**config.mk**
```make
export PLATFORM = sky130hd
export DESIGN_NAME = dtec_top
export DESIGN_NICKNAME = d
export VERILOG_FILES = /design/src/design/dtec_pkg.sv /design/src/design/dtec_top.sv /design/src/design/dtec_counter.sv
export SDC_FILE = /design/constraint.sdc
export NUM_CORES = 1
export LEC_CHECK = 0
export ABC_CLOCK_PERIOD_IN_PS = 6820
export BUFFER_PORTS_ARGS = -buffer_cell sky130_fd_sc_hd__buf_2
export CAP_MARGIN = 20
export CORE_AREA = 3 3 115 117
export DETAILED_ROUTE_END_ITERATION = 16
export DIE_AREA = 0 0 118 120
export PLACE_DENSITY = 0.79
export SLEW_MARGIN = 20
export SYNTH_ARGS = -nofsm -noshare
export SYNTH_HDL_FRONTEND = slang
export SYNTH_SLANG_ARGS = --single-unit
```
**constraint.sdc**
```tcl
create_clock -name clk -period 6.82 [get_ports clk]
set_input_delay 0.682 -clock clk [delete_from_list [all_inputs] [get_ports clk]]
set_output_delay 0.682 -clock clk [all_outputs]
set_load 0.005 [all_outputs]
```
**src/design/dtec_pkg.sv**
```systemverilog
package dtec_pkg;

  // ----------------------------------------------------------------
  // modes and states
  // ----------------------------------------------------------------
  typedef enum logic [1:0] {
    MODE_UNUSED = 2'b00,
    MODE_EVENT  = 2'b01,
    MODE_TIMER  = 2'b10,
    MODE_PULSE  = 2'b11
  } dtec_mode_t;

  typedef enum logic {
    PW_WAIT = 1'b0,
    PW_MEAS = 1'b1
  } dtec_pw_t;

  // ----------------------------------------------------------------
  // register indices, byte address is four times the index
  // ----------------------------------------------------------------
  localparam logic [5:0] CTRL0_IDX = 6'h0E;
  localparam logic [5:0] CTRL1_IDX = 6'h11;
  localparam logic [5:0] CNT0_IDX  = 6'h0C;
  localparam logic [5:0] CNT1_IDX  = 6'h0F;
  localparam logic [5:0] MISC_IDX  = 6'h0B;

  // ----------------------------------------------------------------
  // control register fields
  // ----------------------------------------------------------------
  localparam int CTL_PSC_LSB  = 0;
  localparam int CTL_EDGE_BIT = 3;
  localparam int CTL_RUN_BIT  = 4;
  localparam int CTL_MODE_LSB = 6;

  // ----------------------------------------------------------------
  // misc register fields
  // ----------------------------------------------------------------
  localparam int MISC_FLAG0_BIT = 0;
  localparam int MISC_FLAG1_BIT = 1;
  localparam int MISC_IEN0_BIT  = 2;
  localparam int MISC_IEN1_BIT  = 3;
  localparam int MISC_PFDON_BIT = 4;
  localparam int MISC_PFDSR_BIT = 5;
  localparam int MISC_PIN3_BIT  = 6;
  localparam int MISC_PFDQ_BIT  = 7;

  // ----------------------------------------------------------------
  // reset values and sizes
  // ----------------------------------------------------------------
  localparam logic [7:0]  CTRL_RESET = 8'h08;
  localparam logic [15:0] CNT_RESET  = 16'h0000;
  localparam logic [15:0] CNT_MAX    = 16'hFFFF;
  localparam logic        PIN3_RESET = 1'b1;
  localparam int          PSC_W      = 7;

endpackage : dtec_pkg

```
**src/design/dtec_top.sv**
```systemverilog
`timescale 1ns/1ps
`default_nettype none

module dtec_top
  import dtec_pkg::*;
(
  // clock and reset
  input  wire logic        clk,
  input  wire logic        rst_n,
  // wishbone slave
  input  wire logic        wb_cyc_i,
  input  wire logic        wb_stb_i,
  input  wire logic        wb_we_i,
  input  wire logic [7:0]  wb_adr_i,
  input  wire logic [3:0]  wb_sel_i,
  input  wire logic [31:0] wb_dat_i,
  output logic [31:0]      wb_dat_o,
  output logic             wb_ack_o,
  // external count inputs
  input  wire logic        ctr0_event_in,
  input  wire logic        ctr1_event_in,
  // interrupt requests and wake
  output logic             ctr0_irq,
  output logic             ctr1_irq,
  output logic             wake,
  // pin and clock outputs
  output logic             porta_pin3,
  output logic             freq_divider_out,
  output logic             pwm_clk_tick
);
  import dtec_pkg::*;

  // ----------------------------------------------------------------
  // helpers
  // ----------------------------------------------------------------
  function automatic logic hit(input logic [7:0] adr, input logic [5:0] idx);
    return adr[7:2] == idx;
  endfunction : hit

  function automatic logic psc_tick(input logic [PSC_W-1:0] p, input logic [2:0] c);
    logic [PSC_W-1:0] m;
    logic [2:0]       k;
    k = (c == 3'h0) ? 3'h1 : c;
    m = PSC_W'((8'h01 << k) - 8'h01);
    return (p & m) == m;
  endfunction : psc_tick

  // ----------------------------------------------------------------
  // state
  // ----------------------------------------------------------------
  logic             ack_r;
  logic [31:0]      dat_r;
  logic [7:0]       ctrl0_r;
  logic [7:0]       ctrl1_r;
  logic [PSC_W-1:0] psc_r;
  logic             flag0_r, flag1_r;
  logic             ien0_r, ien1_r;
  logic             div_on_r, div_src_r;
  logic             pin3_latch_r;
  logic             div_q_r;
  logic             irq0_r, irq1_r, wake_r, pin_r, pwm_r;
  logic [15:0]      count0, count1;
  logic             run0, run1;
  logic             ovf0, ovf1;

  // ----------------------------------------------------------------
  // bus decode
  // ----------------------------------------------------------------
  // ack comes one cycle after the request; writes land on the ack edge
  wire req       = wb_cyc_i & wb_stb_i;
  wire wr        = req & wb_we_i & ack_r;
  wire rd        = req & ~wb_we_i;
  wire hit_ctrl0 = hit(wb_adr_i, CTRL0_IDX);
  wire hit_ctrl1 = hit(wb_adr_i, CTRL1_IDX);
  wire hit_cnt0  = hit(wb_adr_i, CNT0_IDX);
  wire hit_cnt1  = hit(wb_adr_i, CNT1_IDX);
  wire hit_misc  = hit(wb_adr_i, MISC_IDX);
  wire wr_ctrl0  = wr & hit_ctrl0 & wb_sel_i[0];
  wire wr_ctrl1  = wr & hit_ctrl1 & wb_sel_i[0];
  wire wr_misc   = wr & hit_misc & wb_sel_i[0];
  wire [1:0] be0 = (wr & hit_cnt0) ? wb_sel_i[1:0] : 2'b00;
  wire [1:0] be1 = (wr & hit_cnt1) ? wb_sel_i[1:0] : 2'b00;
  // read holds the count for the whole cycle, at the cost of lost ticks
  wire hold0     = rd & hit_cnt0;
  wire hold1     = rd & hit_cnt1;

  // ----------------------------------------------------------------
  // register views
  // ----------------------------------------------------------------
  wire [7:0] ctrl0_view = {ctrl0_r[7:6], 1'b0, run0, ctrl0_r[3:0]};
  wire [7:0] ctrl1_view = {ctrl1_r[7:6], 1'b0, run1, ctrl1_r[3], 3'b000};
  wire [7:0] misc_view  = {div_q_r, pin3_latch_r, div_src_r, div_on_r,
                           ien1_r, ien0_r, flag1_r, flag0_r};
  wire [31:0] rd_word   = hit_ctrl0 ? {24'h00_0000, ctrl0_view} :
                          hit_ctrl1 ? {24'h00_0000, ctrl1_view} :
                          hit_cnt0  ? {16'h0000, count0} :
                          hit_cnt1  ? {16'h0000, count1} :
                          hit_misc  ? {24'h00_0000, misc_view} :
                          32'h0000_0000;

  wire dtec_mode_t mode0 = dtec_mode_t'(ctrl0_r[CTL_MODE_LSB +: 2]);
  wire dtec_mode_t mode1 = dtec_mode_t'(ctrl1_r[CTL_MODE_LSB +: 2]);

  // ----------------------------------------------------------------
  // prescaler
  // ----------------------------------------------------------------
  wire tick0 = psc_tick(psc_r, ctrl0_r[CTL_PSC_LSB +: 3]);
  // counter 1 has no prescaler and runs on the system clock
  wire tick1 = 1'b1;

  // ----------------------------------------------------------------
  // counters
  // ----------------------------------------------------------------
  dtec_counter u_ctr0 (
    .clk       (clk),
    .rst_n     (rst_n),
    .ev_in     (ctr0_event_in),
    .tick      (tick0),
    .mode      (mode0),
    .edge_sel  (ctrl0_r[CTL_EDGE_BIT]),
    .hold      (hold0),
    .pre_be    (be0),
    .pre_wdata (wb_dat_i[15:0]),
    .run_wr    (wr_ctrl0),
    .run_wdata (wb_dat_i[CTL_RUN_BIT]),
    .count     (count0),
    .run       (run0),
    .ovf       (ovf0)
  );

  dtec_counter u_ctr1 (
    .clk       (clk),
    .rst_n     (rst_n),
    .ev_in     (ctr1_event_in),
    .tick      (tick1),
    .mode      (mode1),
    .edge_sel  (ctrl1_r[CTL_EDGE_BIT]),
    .hold      (hold1),
    .pre_be    (be1),
    .pre_wdata (wb_dat_i[15:0]),
    .run_wr    (wr_ctrl1),
    .run_wdata (wb_dat_i[CTL_RUN_BIT]),
    .count     (count1),
    .run       (run1),
    .ovf       (ovf1)
  );

  // ----------------------------------------------------------------
  // next values
  // ----------------------------------------------------------------
  wire [7:0] ctrl0_nxt = wr_ctrl0 ? (wb_dat_i[7:0] & 8'hCF) : ctrl0_r;
  wire [7:0] ctrl1_nxt = wr_ctrl1 ? (wb_dat_i[7:0] & 8'hC8) : ctrl1_r;
  // writing zero clears a flag; a same-cycle overflow still sets it
  wire flag0_nxt = ovf0 | (flag0_r & ~(wr_misc & ~wb_dat_i[MISC_FLAG0_BIT]));
  wire flag1_nxt = ovf1 | (flag1_r & ~(wr_misc & ~wb_dat_i[MISC_FLAG1_BIT]));
  wire ien0_nxt  = wr_misc ? wb_dat_i[MISC_IEN0_BIT]  : ien0_r;
  wire ien1_nxt  = wr_misc ? wb_dat_i[MISC_IEN1_BIT]  : ien1_r;
  wire divon_nxt = wr_misc ? wb_dat_i[MISC_PFDON_BIT] : div_on_r;
  wire divsr_nxt = wr_misc ? wb_dat_i[MISC_PFDSR_BIT] : div_src_r;
  wire pin3_nxt  = wr_misc ? wb_dat_i[MISC_PIN3_BIT]  : pin3_latch_r;
  wire div_ovf   = div_src_r ? ovf1 : ovf0;
  wire div_q_nxt = div_q_r ^ div_ovf;
  wire pin_nxt   = div_on_r ? (pin3_latch_r & div_q_r) : pin3_latch_r;
  wire irq0_nxt  = flag0_r & ien0_r;
  wire irq1_nxt  = flag1_r & ien1_r;
  wire wake_nxt  = ovf0 | ovf1;

  // ----------------------------------------------------------------
  // bus and control registers
  // ----------------------------------------------------------------
  always_ff @(posedge clk or negedge rst_n) begin
    if (!rst_n) begin
      ack_r   <= 1'b0;
      dat_r   <= 32'h0000_0000;
      ctrl0_r <= CTRL_RESET;
      ctrl1_r <= CTRL_RESET;
      psc_r   <= '0;
    end else begin
      ack_r   <= req & ~ack_r;
      dat_r   <= (rd & ~ack_r) ? rd_word : dat_r;
      ctrl0_r <= ctrl0_nxt;
      ctrl1_r <= ctrl1_nxt;
      psc_r   <= PSC_W'(psc_r + 1'b1);
    end
  end

  // ----------------------------------------------------------------
  // flags, options and outputs
  // ----------------------------------------------------------------
  always_ff @(posedge clk or negedge rst_n) begin
    if (!rst_n) begin
      {flag0_r, flag1_r, ien0_r, ien1_r} <= 4'h0;
      {div_on_r, div_src_r, div_q_r}     <= 3'b000;
      pin3_latch_r <= PIN3_RESET;
      pin_r        <= PIN3_RESET;
      {irq0_r, irq1_r, wake_r, pwm_r}    <= 4'h0;
    end else begin
      flag0_r   <= flag0_nxt;
      flag1_r   <= flag1_nxt;
      ien0_r    <= ien0_nxt;
      ien1_r    <= ien1_nxt;
      div_on_r     <= divon_nxt;
      div_src_r    <= divsr_nxt;
      pin3_latch_r <= pin3_nxt;
      div_q_r      <= div_q_nxt;
      pin_r     <= pin_nxt;
      irq0_r    <= irq0_nxt;
      irq1_r    <= irq1_nxt;
      wake_r    <= wake_nxt;
      pwm_r     <= tick0;
    end
  end

  assign wb_ack_o         = ack_r;
  assign wb_dat_o         = dat_r;
  assign ctr0_irq         = irq0_r;
  assign ctr1_irq         = irq1_r;
  assign wake             = wake_r;
  assign porta_pin3       = pin_r;
  assign freq_divider_out = div_q_r;
  assign pwm_clk_tick     = pwm_r;

  // ----------------------------------------------------------------
  // checks
  // ----------------------------------------------------------------
  wake_ovf_a: assert property (@(posedge clk) disable iff (!rst_n)
    ovf0 || ovf1 |=> wake)
    else $error("overflow did not wake");
  div_source_a: assert property (@(posedge clk) disable iff (!rst_n)
    div_src_r && ovf0 && !ovf1 |=> freq_divider_out == $past(freq_divider_out))
    else $error("unselected counter drove the divider");
  irq_mask_a: assert property (@(posedge clk) disable iff (!rst_n)
    !ien0_r |=> !ctr0_irq)
    else $error("masked interrupt raised");
  pin_gate_a: assert property (@(posedge clk) disable iff (!rst_n)
    div_on_r && !pin3_latch_r |=> !porta_pin3)
    else $error("pin not forced low by latch");
  prescale_div_a: assert property (@(posedge clk) disable iff (!rst_n)
    tick0 && ctrl0_r[2:0] == 3'h2 |=> (!tick0 || ctrl0_r[2:0] != 3'h2) [*3])
    else $error("prescaler divide by four wrong");
  prescale_min_a: assert property (@(posedge clk) disable iff (!rst_n)
    tick0 && !wr_ctrl0 |=> !tick0)
    else $error("prescaler faster than half clock");
  pwm_tick_a: assert property (@(posedge clk) disable iff (!rst_n)
    tick0 |=> pwm_clk_tick)
    else $error("pwm tick missing");
  ctrl1_zero_a: assert property (@(posedge clk) disable iff (!rst_n)
    wb_ack_o && hit_ctrl1 && !wb_we_i |-> wb_dat_o[2:0] == 3'b000 && !wb_dat_o[5])
    else $error("counter 1 unused bits not zero");
  div_toggle_a: assert property (@(posedge clk) disable iff (!rst_n)
    div_ovf |=> freq_divider_out != $past(freq_divider_out))
    else $error("divider did not toggle");
  ack_one_a: assert property (@(posedge clk) disable iff (!rst_n)
    wb_ack_o |=> !wb_ack_o)
    else $error("ack held longer than one cycle");

endmodule : dtec_top

`default_nettype wire

```
**src/design/dtec_counter.sv**
```systemverilog
`timescale 1ns/1ps
`default_nettype none

module dtec_counter
  import dtec_pkg::*;
(
  // clock and reset
  input  wire logic               clk,
  input  wire logic               rst_n,
  // count sources
  input  wire logic               ev_in,
  input  wire logic               tick,
  // configuration
  input  wire dtec_pkg::dtec_mode_t mode,
  input  wire logic               edge_sel,
  input  wire logic               hold,
  // software access
  input  wire logic [1:0]         pre_be,
  input  wire logic [15:0]        pre_wdata,
  input  wire logic               run_wr,
  input  wire logic               run_wdata,
  // state
  output logic [15:0]             count,
  output logic                    run,
  output logic                    ovf
);
  import dtec_pkg::*;

  // ----------------------------------------------------------------
  // input synchroniser and edges
  // ----------------------------------------------------------------
  logic     s1_r, s2_r, s3_r;
  logic [15:0] count_r, preload_r, count_nxt, preload_nxt;
  logic     run_r, run_nxt;
  dtec_pw_t pw_r, pw_nxt;

  wire rise     = s2_r & ~s3_r;
  wire fall     = ~s2_r & s3_r;
  wire ev_edge  = edge_sel ? fall : rise;
  wire pw_start = edge_sel ? rise : fall;
  wire pw_stop  = edge_sel ? fall : rise;
  wire pre_wr   = |pre_be;
  wire top_val  = (count_r == CNT_MAX);
  wire pw_done  = run_r && mode == MODE_PULSE && pw_r == PW_MEAS && pw_stop;

  // hold blocks the count clock during a software read
  wire adv = run_r && !hold && (
             (mode == MODE_EVENT) ? ev_edge :
             (mode == MODE_TIMER) ? tick :
             (mode == MODE_PULSE) ? (pw_r == PW_MEAS && tick && !pw_stop) :
             1'b0);

  assign preload_nxt = {pre_be[1] ? pre_wdata[15:8] : preload_r[15:8],
                        pre_be[0] ? pre_wdata[7:0]  : preload_r[7:0]};
  assign count_nxt   = (pre_wr && !run_r) ? preload_nxt :
                       !adv ? count_r :
                       top_val ? preload_r : 16'(count_r + 16'h0001);
  // software write wins over the hardware clear
  assign run_nxt     = run_wr ? run_wdata :
                       pw_done ? 1'b0 : run_r;
  assign pw_nxt      = (!run_r || mode != MODE_PULSE || pw_done) ? PW_WAIT :
                       (pw_r == PW_WAIT && pw_start) ? PW_MEAS : pw_r;

  always_ff @(posedge clk or negedge rst_n) begin
    if (!rst_n) begin
      {s1_r, s2_r, s3_r} <= 3'b000;
      count_r   <= CNT_RESET;
      preload_r <= CNT_RESET;
      run_r     <= 1'b0;
      pw_r      <= PW_WAIT;
    end else begin
      {s1_r, s2_r, s3_r} <= {ev_in, s1_r, s2_r};
      count_r   <= count_nxt;
      preload_r <= preload_nxt;
      run_r     <= run_nxt;
      pw_r      <= pw_nxt;
    end
  end

  assign count = count_r;
  assign run   = run_r;
  assign ovf   = adv && top_val;

  // ----------------------------------------------------------------
  // checks
  // ----------------------------------------------------------------
  hold_stopped_a: assert property (@(posedge clk) disable iff (!rst_n)
    !run_r && !pre_wr |=> count_r == $past(count_r))
    else $error("count moved while disabled");
  pw_autoclear_a: assert property (@(posedge clk) disable iff (!rst_n)
    pw_done && !run_wr |=> !run_r)
    else $error("run not cleared after pulse measurement");
  run_sw_only_a: assert property (@(posedge clk) disable iff (!rst_n)
    mode != MODE_PULSE && !run_wr |=> run_r == $past(run_r))
    else $error("run changed without a write");
  load_off_a: assert property (@(posedge clk) disable iff (!rst_n)
    pre_be == 2'b11 && !run_r |=> count_r == $past(pre_wdata))
    else $error("preload write did not load count");
  load_on_a: assert property (@(posedge clk) disable iff (!rst_n)
    pre_be == 2'b11 && run_r |=> preload_r == $past(pre_wdata)
      && ($past(adv) || count_r == $past(count_r)))
    else $error("running counter disturbed by preload write");
  read_block_a: assert property (@(posedge clk) disable iff (!rst_n)
    hold && !(pre_wr && !run_r) |=> count_r == $past(count_r))
    else $error("count moved during a read");
  wrap_reload_a: assert property (@(posedge clk) disable iff (!rst_n)
    adv && top_val |-> ovf ##1 count_r == $past(preload_r))
    else $error("overflow did not reload");
  event_edge_a: assert property (@(posedge clk) disable iff (!rst_n)
    mode == MODE_EVENT && run_r && !hold && ev_edge && !top_val
      |=> count_r == 16'($past(count_r) + 16'h0001))
    else $error("event edge not counted");
  timer_tick_a: assert property (@(posedge clk) disable iff (!rst_n)
    mode == MODE_TIMER && run_r && !hold && !tick |=> count_r == $past(count_r))
    else $error("timer advanced without a tick");
  pw_keep_a: assert property (@(posedge clk) disable iff (!rst_n)
    !run_r && !run_wr |=> !run_r && pw_r == PW_WAIT)
    else $error("measurement restarted without software");

endmodule : dtec_counter

`default_nettype wire

```
; Word level (Yosys, flattened, before mapping)
; Index checks and enable logic that the tools add are counted.
[totals]
reg_bits = 136
latchBits = 0
ram_bits = 0
mem_bits_ro = 0
out_inout_bits = 39
wordCells = 173
memories = 0
[op_classes]
n_addsub = 4
mul = 0
div = 0
order_cmp = 0
n_eq_ne = 16
shift = 1
muxes = 38
bitwise = 44
reduce_logical = 38
[op_table]
columns = operator, n
row1 = 16-bit 2-to-1 mux, 10
row2 = 8-bit 2-to-1 mux, 5
row3 = 16-bit by 1-bit adder with 16-bit output (second input constant), 2
row4 = 16-bit == test (second input constant), 2
row5 = 1-bit bitwise AND, 27
row6 = 6-bit by 4-bit == test with 1-bit output (second input constant), 4
row7 = 1-bit 2-to-1 mux, 20
row8 = 1-bit logical AND, 19
row9 = 1-bit inverter, 12
row10 = 2-bit nonzero test, 6
row11 = 2-bit == test (second input constant), 4
row12 = 7-bit by 1-bit adder with 7-bit output (second input constant), 1
row13 = 7-bit bitwise AND, 1
row14 = 7-bit == test, 1
row15 = 1-bit by 3-bit << shifter with 7-bit output (first input constant), 1
row16 = 7-bit by 1-bit subtractor with 7-bit output (second input constant), 1
row17 = 6-bit by 5-bit == test with 1-bit output (second input constant), 1
row18 = 1-bit logical NOT, 6
row19 = 2-bit by 1-bit == test with 1-bit output (second input constant), 2
row20 = 1-bit logical OR, 4
row21 = 2-bit 2-to-1 mux, 2
row22 = 2-bit inequality test (second input constant), 2
row23 = 2-bit OR reduction, 2
row24 = 3-bit logical NOT, 1
row25 = 3 further kinds, 5

; Depth between registers and ports, before layout
; Gate-level depths: netlist of run 1.
[logic_depth]
ltp_word = 15
ltp_mapped = 9
ltp_nobuf = 8

; By module
; A second synthesis of run 1 with hierarchy kept.
[unflattened]
cells_unflattened = 621
hier_area_um2 = 6381.1
[by_module_without_submodules]
columns = module, n_inst, cells_per_inst, area_per_inst_um2
row1 = dtec_counter, 2, 198, 1984.4
row2 = dtec_top, 1, 225, 2412.3

; Worst setup path after synthesis of run 1
; No wires, ideal clock.
[synth_timing]
path_kind = input-to-reg
start = input wb_adr_i[6]
end = register u_ctr0.count_r[11] (netlist: u_ctr0.count[11])
t_arrival_ns = 2.448
required_time_ns = 6.694
setup_slack_ns = 4.246
path_stages = 7
path_cell_list = nand4bb_1 > clkbuf_1 > nor3_1 > and3_1 > buf_6 > mux2_2 > a221o_1
[synth_between]
elab_cells_between_ends = 12
classes_between = eq/ne: 1 / mux: 3 / bitwise: 2 / reduce/logical: 6
[synth_lines]
columns = element, line
row1 = from (decl), dtec_top.sv:14  ; input wire logic [7:0] wb_adr_i,
row2 = 6-bit by 4-bit == test with 1-bit output, dtec_top.sv:37  ; return adr[7:2] == idx;
row3 = 1-bit bitwise AND, dtec_top.sv:81  ; wire [1:0] be0 = (wr & hit_cnt0) ? wb_sel_i[1:0] : 2'b00;
row4 = 2-bit 2-to-1 mux, dtec_top.sv:81
row5 = 8-bit 2-to-1 mux, dtec_counter.sv:53  ; assign preload_nxt = {pre_be[1] ? pre_wdata[15:8] : preload_r[15:8],
row6 = net u_ctr0.preload_nxt[11], dtec_counter.sv:33  ; logic [15:0] count_r, preload_r, count_nxt, preload_nxt;
row7 = 16-bit 2-to-1 mux, dtec_counter.sv:55  ; assign count_nxt = (pre_wr && !run_r) ? preload_nxt :
row8 = to (signal assigned), dtec_counter.sv:73  ; count_r <= count_nxt;
row9 = to (decl), dtec_counter.sv:33
; The timed path passes the listed nets, and every way through them passes these cells.
; A chain may end at the register's enable or synchronous reset.

; Worst setup path in the final report of run 1
[layout_timing]
start = register ctrl0_r[2]
end = register u_ctr0.count_r[3] (netlist: u_ctr0.count[3])
[layout_between]
elab_chain_cells = 13
[layout_lines]
columns = element, line
row1 = from (decl), dtec_top.sv:53  ; logic [7:0] ctrl0_r;
row2 = from (signal assigned), dtec_top.sv:181  ; ctrl0_r <= ctrl0_nxt;
row3 = 3-bit logical NOT, dtec_top.sv:43  ; k = (c == 3'h0) ? 3'h1 : c;
row4 = 3-bit 2-to-1 mux (*), dtec_top.sv:43
row5 = 1-bit by 3-bit << shifter with 7-bit output (*), dtec_top.sv:44  ; m = PSC_W'((8'h01 << k) - 8'h01);
row6 = 7-bit by 1-bit subtractor with 7-bit output (*), dtec_top.sv:44
row7 = 7-bit bitwise AND, dtec_top.sv:45  ; return (p & m) == m;
row8 = 7-bit == test (*), dtec_top.sv:45
row9 = net tick0, dtec_top.sv:107  ; wire tick0 = psc_tick(psc_r, ctrl0_r[CTL_PSC_LSB +: 3]);
row10 = 1-bit logical AND (2 in a row), dtec_counter.sv:50  ; (mode == MODE_PULSE) ? (pw_r == PW_MEAS && tick && !pw_stop) :
row11 = 1-bit 2-to-1 mux, dtec_counter.sv:50
row12 = 1-bit 2-to-1 mux (*), dtec_counter.sv:49  ; (mode == MODE_TIMER) ? tick :
row13 = 1-bit 2-to-1 mux (*), dtec_counter.sv:48  ; (mode == MODE_EVENT) ? ev_edge :
row14 = 1-bit logical AND (*), dtec_counter.sv:47  ; wire adv = run_r && !hold && (
row15 = 2-bit nonzero test (no line) (*), -
; Mark *: on every way through the listed nets, which the timed path passes. The rest lies on a longest branch.

==> results of run 1 <==
flip-flops by register name, indices dropped and copies added, names as in the netlist, 3 cells and up:
| name | cells |
|---|---|
| ctrl0_r | 6 |
| u_ctr0.preload_r | 16 |
| u_ctr1.preload_r | 16 |
| u_ctr1.count | 16 |
| psc_r | 7 |
| u_ctr0.count | 16 |
| ctrl1_r | 3 |
| wb_dat_o | 16 |
stage by stage:
step / utilization, % / hold slack [ns]
2_1_floorplan: - / 0.331
3_3_place_gp: 52.6 / 0.334
3_5_place_dp: 52.6 / 0.340
4_1_cts: 57.1 / 0.333
5_1_grt: 57.1 / 0.343
6_report: 57.1 / 0.308
synth_stat cells (5+ instances only):
| cell type | number |
|---|---|
| a211oi_1 | 8 |
| a21oi_1 | 18 |
| a221o_1 | 13 |
| a222oi_1 | 8 |
| a22oi_1 | 12 |
| a31oi_1 | 11 |
| a32oi_1 | 5 |
| and2_1 | 6 |
| and3_1 | 5 |
| buf_4 | 17 |
| clkbuf_1 | 13 |
| dfrtp_1 | 116 |
| inv_1 | 16 |
| mux2_2 | 45 |
| mux2i_1 | 5 |
| nand2_1 | 53 |
| nand3_1 | 32 |
| nand4_1 | 6 |
| nor2_1 | 39 |
| nor4_1 | 6 |
| o211ai_1 | 5 |
| o21ai_0 | 36 |
| xnor2_1 | 16 |
| xor2_1 | 8 |
power by group through the flow:
stage / clock network, W / logic [W] / registers, W
finish: 0.000858 / 0.0000757 / 0.000739
global route: 0.000901 / 0.0000828 / 0.000740
CTS: 0.000867 / 0.0000754 / 0.000738
detailed placement: 0 / 0.0000743 / 0.000751
global placement: 0 / 0.0000722 / 0.000750
floorplan: 0 / 0.0000372 / 0.000747
metal layers:
| layer | vias up | wire length [um] | GRT usage [%] |
|---|---|---|---|
| met3 | 35 | 1570 | 6.50 |
| met1 | 2547 | 6880 | 31.1 |
| met5 | - | 0 | 0 |
| met2 | 303 | 7720 | 37.8 |
| met4 | 0 | 476 | 10.7 |
| li1 | 2276 | - | - |
area by class of cell:
| cell class | instances | area, um^2 | area share (%) |
|---|---|---|---|
| clock inverter | 15 | 143 | 2.00 |
| clock buffer | 17 | 425 | 5.97 |
| tap | 172 | 215 | 3.02 |
| timing repair buffer | 58 | 305 | 4.29 |
| inverter | 17 | 63.8 | 0.896 |
| multi-input combinational | 429 | 2960 | 41.6 |
| sequential | 120 | 3010 | 42.2 |
cell families (layout without fill, tap and decap cells):
logic type	count (synthesis)	in the layout
buffers and inverters	57	107
flip-flops	120	120
other	2	17
adder cells (fa/ha/maj)	6	6
XOR/XNOR	24	24
AND/OR/NAND/NOR	186	186
AO/OA/AOI/OAI	145	145
multiplexers	51	51
worst min path at each step:
stage	startpoint	end	slack, ns	cells after the start
after floorplan	u_ctr0.s1_r	u_ctr0.s2_r	0.33	0
after global routing	ctr0_event_in	u_ctr0.s1_r	0.34	1
final	rst_n	u_ctr1.preload_r[10]	0.31	1
after global placement	u_ctr0.s1_r	u_ctr0.s2_r	0.33	0
after detailed placement	u_ctr0.s1_r	u_ctr0.s2_r	0.34	0
after CTS	rst_n	u_ctr1.preload_r[13]	0.33	1
==> key figures, run 1 <==
Outcome
  • Outcome: complete, no violations

Power
  • Sw Pwr: a little over 0.0004 W
  • Maximum vdd drop: ~0.00021 V
  • Power Total: 0.00167 W
  • Internal: around 0.0013 W
  • Clock network power share: 51.3%
  • Combinational share of power: around 4.5%
  • Leakage power: roughly 3.2 nW
  • Sw Ratio: about a quarter
  • Reg power frac: between 40% and 50%
  • Pwr/cell area: roughly 230 mW/mm^2

Routing
  • Final WL: roughly 17000 um
  • Drt drc: 0
  • Initial DRC count: about 540
  • Via density: 6.23
  • Vias: just over 5k
  • Post-DRT Antenna Nets: 0
  • WL per Instance: 20.1 um
  • Drt pass-1 iters: 8

Logic synthesis
  • Post-synth EDFFs: 0
  • Syn Area/Cell: 10.5 um^2
  • Post-synth cell types: 77
  • XOR/XNOR share of the synthesized area: about 3.4%
  • Simple-gate share of the synthesized area: between 10% and 20%
  • Post-synth ARST share: 100%
  • Leading area contributor after synthesis: dfrtp_1
  • Yosys warns: 0
  • Post-Synth Adder-Cell Area: about 1.1%
  • Synth Instances: slightly below 600
  • Synth top area share: a little under half
  • Post-synthesis mux area share: 9.19%
  • Top post-synthesis cells by area: dfrtp_1, mux2_2, nand2_1, o21ai_0, nand3_1
  • Synth Flop Type: dfrtp_1
  • Register area share after synthesis: 48.3%
  • Post-synthesis cell area: ~0.0062 mm^2
  • Number of synthesized register bits: 120
  • Largest family of logic cells by synthesized area: compound AO/OA/AOI/OAI gates
  • Compound-gate portion of the synthesized area: approximately 18%

STA
  • Tcrit/Tclk final: a little under half
  • Max-slew violations: 0
  • Fmax: between 300 and 400 MHz
  • Setup ws final: about 3.6 ns
  • Finish-stage setup viols: 0
  • Slew HR: around 43%
  • Least-Margin Pin Slew: 0.853 ns
  • RSZ-0062 raised after global routing: no
  • Final TNS setup: 0 ns
  • Final Skew: approximately 0.011 ns
  • Final min period: around 3.2 ns
  • Final Hold Vio Count: 0

Setup path
  • Crit path max-delay cell type: a2111oi_4
  • Endpoint class of the critical path: register
  • Cells along the critical path: or2_2 -> ha_1 -> nor2b_1 -> mux2_4 -> a2111oi_4 -> a31o_2 -> a21oi_1 -> a221o_2
  • Critical Path RT: just over 7 ns
  • Worst path buffer plus inverter count: 0
  • Type of the worst setup path: reg2reg
  • Critical Path AT: around 3.5 ns
  • Max Fanout on Critical Path: 12
  • Worst Setup EP: u_ctr0.count[3]
  • R2R depth: 8
  • Crit Reg-Reg Endpoint: u_ctr0.count[3]
  • Crit path launch type: register
  • CP startpoint: ctrl0_r[2]
  • Reg-to-reg setup timing slack: 3.64 ns
  • Crit path largest cell delay: 0.51 ns
  • CP delay by family, top: compound AO/OA/AOI/OAI gates
  • Reg2Reg Launch Point: ctrl0_r[2]
  • Critical path depth: 8

Hold path
  • HP Class: in2async

Clock network
  • CTS buffer count: 17
  • Worst-Skew Late Latency: roughly 0.43 ns
  • Clock Pin Slew Worst Setup and Hold Paths: about 0.060 ns
  • Postcts setup bufs: 0
  • Root Driver: clkbuf_16
  • Longest Clk Path Bufs: 2
  • CTS resizes: 0
  • H-tree depth: 4
  • CTS tree: yes
  • Clock tree sinks: 120
  • Hold buffer count at cts: 0

Global route
  • Total Routing Usage GR: about a quarter
  • Grt ovf: 0
  • Number of global-route vias before repair: 5033
  • Initial antenna violation count: 0
  • Largest net degree at the start of global routing: 66
  • First-pass GRT wire length: 26400 um

Finish
  • Fill cells: about 1.0k
  • Commonest non-fill, non-tap cell in the layout: dfrtp_1
  • Diodes inserted: 0
  • Final instance count without filler cells: just over 800
  • Syn-to-layout area delta: 14.4%
  • Commonest non-fill, non-tap cells in the layout: dfrtp_1, nand2_1, buf_2
  • Layout cells sized above 1: between 20% and 30%
  • Nets: 698
  • Post-Layout Inst Area: ~0.0071 mm^2

Placement
  • PortBufs: 53
  • Final Wtd Congestion: between 0.9 and 1
  • Placed Cells: ~800
  • Dpl ws: 3.49 ns
  • Placed cell areas: 0.00655 mm^2
  • Placed wire-length estimate: 11500 um

Floorplan
  • Core ar.: ~0.012 mm^2
  • Die area: approximately 0.014 mm^2
  • Die X: around 120 um
  • Initial Utilization: around 50%
  • FP Rows: 41
  • IO Count: 90
  • Die Span Y: roughly 120 um

Flow run
  • Max Cap Viol: 0
Power figures use the tool's default switching activity.
==> run 2: changes to the inputs <==
ABC_CLOCK_PERIOD_IN_PS = 2700   (was 6820)
PLACE_DENSITY = 0.82   (was 0.79)
clock period = 2.7 ns   (was 6.82 ns; I/O delays follow)
==> run 2 against run 1 <==
  * Clock power is 140% higher
  * First-iteration DRC count is 11% lower
  * Fmax is 24% higher
  * Critical path depth is 1 higher
  * Final cell count is 0.97% higher
  * Combinational power grew to 2.7 times the previous value
  * Clock-buffer cell count is 6 higher
  * Routed wire length is 0.34% lower
  * Largest cell class unchanged
==> key figures, run 2 (synthesis results as in run 1) <==
Outcome
  • Outcome: complete, no violations

Floorplan
  • Die area: 0.0142 mm^2
  • Die X: around 120 um
  • Die Span Y: about 120 um
  • IO Count: 90
  • Initial Utilization: 49.9%
  • FP Rows: 41
  • Core ar.: about 0.012 mm^2

Routing
  • Post-DRT Antenna Nets: 0
  • Final WL: between 15000 and 20000 um
  • WL per Instance: 19.8 um
  • Routed met2 length: between 7000 and 8000 um
  • Via density: 6.15
  • Drt drc: 0
  • Drt pass-1 iters: 6
  • Initial DRC count: ~480
  • Highest Signal Layer: met4
  • Vias: about 5k
  • DR WL met3: around 1700 um
  • M1 WL: around 6800 um

STA
  • RSZ-0062 raised after global routing: no
  • Fmax: just under 400 MHz
  • Max-slew violations: 0
  • Tcrit/Tclk final: between 90% and 100%
  • Final min period: 2.56 ns
  • Hold Slack: ~0.13 ns
  • Final Skew: ~0.0067 ns
  • Least-Margin Pin Slew: around 0.73 ns
  • Slew HR: between 50% and 60%
  • Finish-stage setup viols: 0
  • Final TNS setup: 0 ns
  • Final Hold Vio Count: 0

Placement
  • Placed wire-length estimate: around 12000 um
  • PortBufs: 53
  • Final Wtd Congestion: between 0.9 and 1
  • Placed Cells: just over 800

Power
  • Power Total: between 0.004 and 0.005 W
  • Internal: about 0.0032 W
  • Leakage power: 3.24 nW
  • Reg power frac: between 40 and 50%
  • Combinational share of power: between 4 and 5%
  • Pwr/cell area: between 500 and 600 mW/mm^2
  • Maximum vdd drop: just over 0.0005 V
  • Sw Ratio: around 22%
  • Clock network power share: between 40 and 50%
  • Sw Pwr: just over 0.0009 W

Global route
  • Initial antenna violation count: 0
  • Total Routing Usage GR: 24.1%
  • First-pass GRT wire length: between 20000 and 30000 um
  • Largest net degree at the start of global routing: 50
  • Grt ovf: 0
  • Number of global-route vias before repair: roughly 5.2k

Clock network
  • Clock tree sinks: between 100 and 150
  • CTS tree: yes
  • Root Driver: clkbuf_16
  • H-tree depth: 4
  • Longest Clk Path Bufs: 2
  • CTS buffer count: 17
  • Clock Pin Slew Worst Setup and Hold Paths: ~0.05 ns
  • Worst-Skew Late Latency: roughly 0.42 ns

Setup path
  • Crit path launch type: register
  • Critical Path AT: about 2.9 ns
  • Critical Path RT: about 3 ns
  • Max Fanout on Critical Path: 11
  • Endpoint class of the critical path: register
  • Type of the worst setup path: reg2reg

Finish
  • Final instance count without filler cells: around 840
  • Nets: slightly above 700
  • Commonest non-fill, non-tap cell in the layout: dfrtp_1
  • Commonest non-fill, non-tap cells in the layout: dfrtp_1, nand2_1, buf_2
  • Syn-to-layout area delta: 15.6%
  • Fill cells: between 1k and 1.5k
  • Layout cells sized above 1: 25.2%
  • Diodes inserted: 0

Flow run
  • Max Cap Viol: 0

Hold path
  • HP Class: in2reg
run 2: cell types whose count changed in the layout (fill, tap and decap cells not counted), moves of 2 or more:
cell	change
dlygate4sd3_1	+3
clkinv_4	-2
inv_6	-6
clkbuf_1	+4
clkinvlp_4	-5
clkinv_2	+3
clkbuf_8	+2
buf_4	+8
run 2: routing by layer:
metal | track usage, % | vias up
li1 | - | 2291
met1 | 31.9 | 2510
met2 | 37.0 | 290
met3 | 6.74 | 47
met4 | 11.3 | 0
met5 | 0 | -
run 2: critical path: stages, from the launching register on:
cell	delay (ns)
dfrtp_1	0.37
or2_2	0.30
ha_1	0.19
nor2b_1	0.13
mux2_4	0.29
a2111oi_4	0.32
a31o_2	0.25
buf_4	0.19
nand2_1	0.11
o21ai_0	0.30
run 2: worst paths after layout:
| kind | slack (ns) | to | startpoint | cells after the start |
|---|---|---|---|---|
| max | 0.14 | wake | ctrl0_r[2] | 9 |
| min | 0.13 | u_ctr0.run | wb_dat_i[4] | 3 |
| max reg2reg | 0.14 | wake | ctrl0_r[2] | 9 |
| min reg2reg | 0.35 | u_ctr0.s2_r | u_ctr0.s1_r | 0 |
| max in group asynchronous | 1.53 | ctrl1_r[3] | rst_n | 3 |
| min in group asynchronous | 0.42 | u_ctr0.preload_r[1] | rst_n | 2 |
run 2: layout make-up:
class | count | area [um^2] | share of cell area (%)
clock buffers | 23 | 468 | 6.50
multi-input cells | 429 | 2980 | 41.4
clock inverters | 5 | 50.0 | 0.695
flip-flops and latches | 120 | 3010 | 41.8
repair buffers | 70 | 415 | 5.77
well taps | 172 | 215 | 2.99
inverters | 17 | 63.8 | 0.887
run 2: through the flow:
stage	setup WS, ns	utilization (%)	cell area (um^2)
final	0.141	57.7	7200
after global placement	0.107	53.2	6630
after floorplan	0.161	-	6280
after CTS	0.0224	57.6	7180
after detailed placement	0.0213	53.2	6630
after global routing	0.0518	57.7	7200
run 2: power by group through the flow:
stage / combinational [W] / sequential [W] / clock (W)
after floorplan: 0.0000939 / 0.00189 / 0
after global placement: 0.000188 / 0.00189 / 0
after detailed placement: 0.000195 / 0.00190 / 0
after CTS: 0.000200 / 0.00187 / 0.00205
after global routing: 0.000223 / 0.00187 / 0.00212
final: 0.000201 / 0.00187 / 0.00202
run 2: timing repair:
action                                  4_1_cts  5_1_grt
buffers inserted                              0        0
hold buffers                                  3        0
resized for setup                             0        3
endpoints found under the hold margin        46        0
endpoints found under the setup margin        0       31
